### src/rtl/incr_or_exec_map.vh
// Behaviour
// - Increment instruction adds one to the file register and sets zero flag.
// - Destination bit clear writes accumulator; set writes back to file register.
// - Increment-skip instruction increments to destination, leaves flags, skips on zero.
// - A skip replaces the prefetched instruction with a no-operation slot.
// - Literal-OR ORs the eight-bit immediate into the accumulator in one cycle.
// - Literal-OR result goes to accumulator and sets zero flag from it.
// - Unconditional jump takes two instruction cycles.
`ifndef INCR_OR_EXEC_MAP_VH
`define INCR_OR_EXEC_MAP_VH
`define OPC_INC_MASK 12'hfc0
`define OPC_INC 12'h280
`define OPC_INCSZ 12'h3c0
`define OPC_ACCUM_OR_REG_OP 12'h100
`define OPC_LIT_MASK 12'hf00
`define OPC_LITERAL_OR_ACCUM_OP 12'hd00
`define OPC_JMP_MASK 12'he00
`define OPC_JMP 12'ha00
`define OPC_NOP 12'h000
`define INSTR_DEST_BIT 5
`define INSTR_FADDR_MSB 4
`define ACCUM_RST 8'h00
`define ZFLAG_RST 1'b0
`define INSTR_LIT_MSB 7
`define FREG_WE_RST 1'b0
`define FREG_ADDR_RST 5'h00
`define FREG_WDATA_RST 8'h00
`define STALL_RST 1'b0
`define SKIP_RST 1'b0
`endif

### src/rtl/incr_or_exec.v
`timescale 1ns/100ps
`default_nettype none
`include "incr_or_exec_map.vh"

module incr_or_exec (
  // Clock and reset
  input wire mclk,
  input wire rst_n,
  // Instruction stream
  input wire instr_valid,
  input wire [11:0] instr,
  // File register read data for the addressed register
  input wire [7:0] freg_rdata,
  // File register write back
  output reg freg_we_r,
  output reg [4:0] freg_addr_r,
  output reg [7:0] freg_wdata_r,
  // Core state
  output reg [7:0] accum_r,
  output reg zflag_r,
  output reg stall_r,
  output reg skip_r
);

  // Opcode match under a mask; every decode goes through this one test
  function op_match;
    input [11:0] word;
    input [11:0] mask;
    input [11:0] pattern;
    begin
      op_match = ((word & mask) == pattern);
    end
  endfunction

  // Eight-bit increment; the carry out of bit 7 is dropped, so all ones wraps to zero
  function [7:0] inc8;
    input [7:0] value;
    reg [8:0] sum;
    begin
      sum = {1'b0, value} + 9'h001;
      inc8 = sum[7:0];
    end
  endfunction

  // Zero test shared by the flag update and the skip decision
  function is_zero8;
    input [7:0] value;
    begin
      is_zero8 = (value == 8'h00);
    end
  endfunction

  // Issue qualification
  wire busy;
  wire go;
  // A taken skip or the second cycle of a jump makes the block busy for one cycle
  assign busy = stall_r | skip_r;
  // A word offered in a dead cycle is dropped, not held; the fetch side must not count on a retry
  assign go = instr_valid & ~busy;

  // Instruction fields
  wire dbit;
  wire [4:0] faddr;
  wire [7:0] literal;
  assign dbit = instr[`INSTR_DEST_BIT];
  assign faddr = instr[`INSTR_FADDR_MSB:0];
  assign literal = instr[`INSTR_LIT_MSB:0];

  // Opcode decode; the patterns do not overlap, so at most one line is high
  wire dec_inc;
  wire dec_incsz;
  wire dec_accum_or_reg_op;
  wire dec_literal_or_accum_op;
  wire dec_jump;
  assign dec_inc = go & op_match(instr, `OPC_INC_MASK, `OPC_INC);
  assign dec_incsz = go & op_match(instr, `OPC_INC_MASK, `OPC_INCSZ);
  assign dec_accum_or_reg_op = go & op_match(instr, `OPC_INC_MASK, `OPC_ACCUM_OR_REG_OP);
  assign dec_literal_or_accum_op = go & op_match(instr, `OPC_LIT_MASK, `OPC_LITERAL_OR_ACCUM_OP);
  assign dec_jump = go & op_match(instr, `OPC_JMP_MASK, `OPC_JMP);

  // Operands are formed for every word and selected below
  // Both OR forms read the accumulator as it stood before this edge
  wire [7:0] inc_sum;
  wire [7:0] or_reg;
  wire [7:0] or_lit;
  wire inc_zero;
  assign inc_sum = inc8(freg_rdata);
  assign or_reg = accum_r | freg_rdata;
  assign or_lit = accum_r | literal;
  assign inc_zero = is_zero8(inc_sum);

  // Result source codes
  // SRC_NONE also covers ignored words and words that are not decoded here
  localparam [2:0] SRC_NONE = 3'h0;
  localparam [2:0] SRC_INC = 3'h1;
  localparam [2:0] SRC_INCSZ = 3'h2;
  localparam [2:0] SRC_ORREG = 3'h3;
  localparam [2:0] SRC_ORLIT = 3'h4;
  localparam [2:0] SRC_JUMP = 3'h5;

  reg [2:0] src;
  always @* begin
    src = SRC_NONE;
    if (dec_inc) begin
      src = SRC_INC;
    end else if (dec_incsz) begin
      src = SRC_INCSZ;
    end else if (dec_accum_or_reg_op) begin
      src = SRC_ORREG;
    end else if (dec_literal_or_accum_op) begin
      src = SRC_ORLIT;
    end else if (dec_jump) begin
      src = SRC_JUMP;
    end
  end

  // Result, destination and flag update for the selected source
  reg [7:0] result;
  reg hit;
  reg to_file;
  reg z_upd;
  always @* begin
    result = 8'h00;
    hit = 1'b0;
    to_file = 1'b0;
    z_upd = 1'b0;
    case (src)
      SRC_INC: begin
        result = inc_sum;
        hit = 1'b1;
        to_file = dbit;
        z_upd = 1'b1;
      end
      SRC_INCSZ: begin
        result = inc_sum;
        hit = 1'b1;
        to_file = dbit;
      end
      SRC_ORREG: begin
        result = or_reg;
        hit = 1'b1;
        to_file = dbit;
        z_upd = 1'b1;
      end
      SRC_ORLIT: begin
        result = or_lit;
        hit = 1'b1;
        z_upd = 1'b1;
      end
      SRC_JUMP: begin
        // Only the extra cycle belongs here; the target goes to the program counter logic
        result = 8'h00;
      end
      default: begin
        // No-operation and unknown words write nothing
        result = 8'h00;
      end
    endcase
  end

  // Next values of the registered outputs
  // Defaults hold accumulator and zero flag, so an ignored or unknown word changes neither
  reg [7:0] accum_nxt;
  reg zflag_nxt;
  reg freg_we_nxt;
  reg [4:0] freg_addr_nxt;
  reg [7:0] freg_wdata_nxt;
  reg stall_nxt;
  reg skip_nxt;
  always @* begin
    accum_nxt = accum_r;
    zflag_nxt = zflag_r;
    // Address and data follow every cycle; only the strobe says when they mean something
    freg_addr_nxt = faddr;
    freg_wdata_nxt = result;
    freg_we_nxt = hit & to_file;
    if (hit && !to_file) begin
      accum_nxt = result;
    end
    if (z_upd) begin
      zflag_nxt = is_zero8(result);
    end
    // The skip leaves the flags alone; only the slot after it becomes a no-operation
    skip_nxt = (src == SRC_INCSZ) & inc_zero;
    // Program counter loading is elsewhere; this block only spends the jump's second cycle
    stall_nxt = (src == SRC_JUMP);
  end

  // Accumulator and zero flag
  always @(posedge mclk) begin
    if (!rst_n) begin
      accum_r <= `ACCUM_RST;
      zflag_r <= `ZFLAG_RST;
    end else begin
      accum_r <= accum_nxt;
      zflag_r <= zflag_nxt;
    end
  end

  // File register write port; the strobe is high one cycle per write and stays high across back-to-back writes
  always @(posedge mclk) begin
    if (!rst_n) begin
      freg_we_r <= `FREG_WE_RST;
      freg_addr_r <= `FREG_ADDR_RST;
      freg_wdata_r <= `FREG_WDATA_RST;
    end else begin
      freg_we_r <= freg_we_nxt;
      freg_addr_r <= freg_addr_nxt;
      freg_wdata_r <= freg_wdata_nxt;
    end
  end

  // Dead-cycle markers after a jump or a taken skip
  always @(posedge mclk) begin
    if (!rst_n) begin
      stall_r <= `STALL_RST;
      skip_r <= `SKIP_RST;
    end else begin
      stall_r <= stall_nxt;
      skip_r <= skip_nxt;
    end
  end

endmodule // incr_or_exec
`default_nettype wire

### config.mk
export PLATFORM = sky130hd
export DESIGN_NAME = incr_or_exec
export DESIGN_NICKNAME = d
export VERILOG_FILES = /design/src/rtl/incr_or_exec.v
export VERILOG_INCLUDE_DIRS = /design/src /design/src/rtl
export SDC_FILE = /design/constraint.sdc
export NUM_CORES = 1
export LEC_CHECK = 0
export ABC_CLOCK_PERIOD_IN_PS = 3200
export BUFFER_PORTS_ARGS = -buffer_cell sky130_fd_sc_hd__buf_2
export CAP_MARGIN = 20
export CELL_PAD_IN_SITES_DETAIL_PLACEMENT = 0
export CELL_PAD_IN_SITES_GLOBAL_PLACEMENT = 1
export CORE_ASPECT_RATIO = 1.75
export CORE_MARGIN = 1.5
export CORE_UTILIZATION = 38
export DETAILED_ROUTE_END_ITERATION = 8
export GPL_ROUTABILITY_DRIVEN = 1
export PLACE_DENSITY = 0.85
export SLEW_MARGIN = 20
export SYNTH_ARGS = -nofsm -noshare
export SYNTH_HDL_FRONTEND = slang
export SYNTH_SLANG_ARGS = --single-unit
### constraint.sdc
create_clock -name mclk -period 3.2 [get_ports mclk]
set_input_delay 0.64 -clock mclk [delete_from_list [all_inputs] [get_ports mclk]]
set_output_delay 0.64 -clock mclk [all_outputs]
set_load 0.02 [all_outputs]
==> flow_summary.json <==
{
  "synth_area_leaders": "dfxtp_1, nor3_1, a211oi_1, and2_1, and3_1",
  "hold_buffers": 0,
  "core_area_um2": 3360,
  "post_cts_buffers": 0,
  "status": "completed",
  "cp.arrival_ns": 2.61,
  "hpwl_mm": 2.98,
  "die_area_um2": 3900,
  "netlist_area_um2": 1340,
  "fin_cells": 247,
  "cts-root-buf": "clkbuf_8",
  "grt_max_degree": 16,
  "crit_path_start": "instr_valid",
  "syn_avg_cell_area_um2": 8.37,
  "cts_buffers": 3,
  "dpl-instance-area_um2": 1580,
  "finalCritPeriodShare_pct": 75.8,
  "diodes": 0,
  "wirelength_mm": 3.81,
  "cts_tree": "built",
  "fillers": 359,
  "post-route-drc-count": 0,
  "grt_pass1_wl_mm": 5.84,
  "synth.most_common_cell": "dfxtp_1",
  "dp_slack_ns": 0.503,
  "die_width_um": 47.9,
  "period_needed_ns": 2.43,
  "clk_transition_reported_paths_ns": 0.09,
  "final_area_um2": 1630,
  "finClkSkew_ns": 0.000785,
  "hold_viol": 0,
  "synth_edf_count": 0,
  "register_area_um2": 500,
  "wl_per_cell_um": 15.4,
  "syn_nets": 185,
  "portBuffers": 47,
  "grtUsageTotal_pct": 20.4,
  "dp_cells": 243,
  "setup_violations": 0,
  "cts_buffer_depth": 2,
  "insertion_delay_ns": 0.27,
  "ys_ff_latch": 25,
  "hp-class": "input port to flop",
  "postSynthCellCount": 160,
  "startpoint_type": "input port",
  "rsz0062_at_grt": "false",
  "fp.dieH_um": 81.5,
  "vias": 1420,
  "rrSetupSlack_ns": 0.86,
  "grt_overflow": 0,
  "first_pass_iters": 4,
  "clock_sinks": 25,
  "drt-initial-drc-count": 81,
  "irDropWorstVdd_v": 0.000166,
  "grt_antenna_before_repair": 0,
  "synth_top_area_cell": "dfxtp_1",
  "max_clock_freq_mhz": 412,
  "yosys_most_used_dff": "dfxtp_1",
  "via_per_inst": 5.75,
  "ant_nets": 0,
  "synth_top_area_share_pct": 37.4,
  "cellLeakagePower_nw": 0.703,
  "end_kind": "flop",
  "crit_type": "input port to flop",
  "place.gp.congestion": 0.919,
  "htreeDepth": 1,
  "grt_pass1_vias": 1313,
  "seq_area_frac_synth_pct": 37.4,
  "fin_ws_ns": 0.775,
  "synth_common_cells": "dfxtp_1, nor3_1, nor2_1, a211oi_1, and2_1",
  "required_ns": 3.39,
  "powerDensity_nw_per_um2": 384,
  "total_power_mw": 0.625,
  "min_from": "instr[3]",
  "slew_viol_final": 0,
  "area_delta_synth_final_pct": 21.7,
  "drive_gt1_share_pct": 27.7,
  "max_cap_violations": 0,
  "multi_input_area_um2": 777,
  "ctsResizeCount": 0,
  "synthArstFlopShare_pct": 0,
  "cp_max_fo": 13,
  "ios": 48,
  "nNetsFinal": 228,
  "setup_tns_ns": 0,
  "ys_warn_count": 0,
  "synth_cell_types": 43,
  "tightest_slew_ns": 0.532,
  "initial_core_util_pct": 39.8,
  "rows": 28,
  "relSlewSlack_pct": 64.4,
  "r2r-start": "skip_r"
}
## state kept, by name, indices dropped and copies added (netlist names)
name          count
freg_wdata_r      8
zflag_r           1
freg_addr_r       5
skip_r            1
stall_r           1
accum_r           8
freg_we_r         1
## report_power, final
group	leakage, nW	internal (mW)	total [mW]	switching, mW
sequential	0.203	0.319	0.323	0.00417
combinational	0.478	0.0401	0.109	0.0687
clock	0.0217	0.0884	0.193	0.105
## layout by cell type, fill, tap and decap left out, drive strengths merged, types with 2 or more instances in the layout
| cell type | count |
|---|---|
| xnor2 | 2 |
| buf | 47 |
| o21ai | 5 |
| nor4b | 2 |
| ha | 2 |
| nor2 | 12 |
| a21oi | 9 |
| a211oi | 12 |
| inv | 3 |
| xor2 | 3 |
| nor4 | 3 |
| and3 | 8 |
| and2 | 10 |
| a31oi | 3 |
| o22ai | 5 |
| nand3 | 5 |
| or3 | 4 |
| nor3 | 17 |
| nand2 | 7 |
| clkbuf | 3 |
| dfxtp | 25 |
## final timing paths
path | cells after the start | end
min | 2 | freg_addr_r[3]
max reg2reg | 5 | accum_r[5]
min reg2reg | 3 | zflag_r
max | 6 | accum_r[5]
## stage by stage
| stage | hold slack [ns] | utilization [%] |
|---|---|---|
| after floorplan | 0.669 | - |
| after global placement | 0.603 | 47.0 |
| after detailed placement | 0.617 | 47.0 |
| after CTS | 0.577 | 48.4 |
| after global routing | 0.582 | 48.4 |
| final | 0.571 | 48.4 |
## routing by layer
layer  up-vias  GRT usage (%)  wire length [um]
met3        20           2.86               249
met5         -              0                 0
met1       632           25.4              1520
li1        679              -                 -
met2        89           31.3              1840
met4         0           13.2               197
## critical path, stage by stage
cell and delay [ns]:
buf_2 0.07, or3b_1 0.46, or3_1 0.61, nor2b_1 0.51
nor3_1 0.09, a211oi_1 0.24
## layout make-up
class	instances	area share [%]
flip-flops and latches	25	30.7
clock buffers	3	2.53
clock inverters	1	0.461
inverters	3	0.691
repair buffers	47	14.4
multi-input cells	123	47.7
well taps	45	3.46
## kinds of logic (layout without fill, tap and decap cells)
logic type | count (synthesis) | count (layout) | share of synthesized area, %
AO/OA/AOI/OAI | 40 | 40 | 21.3
XOR/XNOR | 5 | 5 | 3.27
adder cells (fa/ha/maj) | 2 | 2 | 1.87
buffers and inverters | 12 | 54 | 4.58
flip-flops | 25 | 25 | 37.4
AND/OR/NAND/NOR | 76 | 76 | 31.6
No activity file was read; power rests on OpenSTA's default activity.
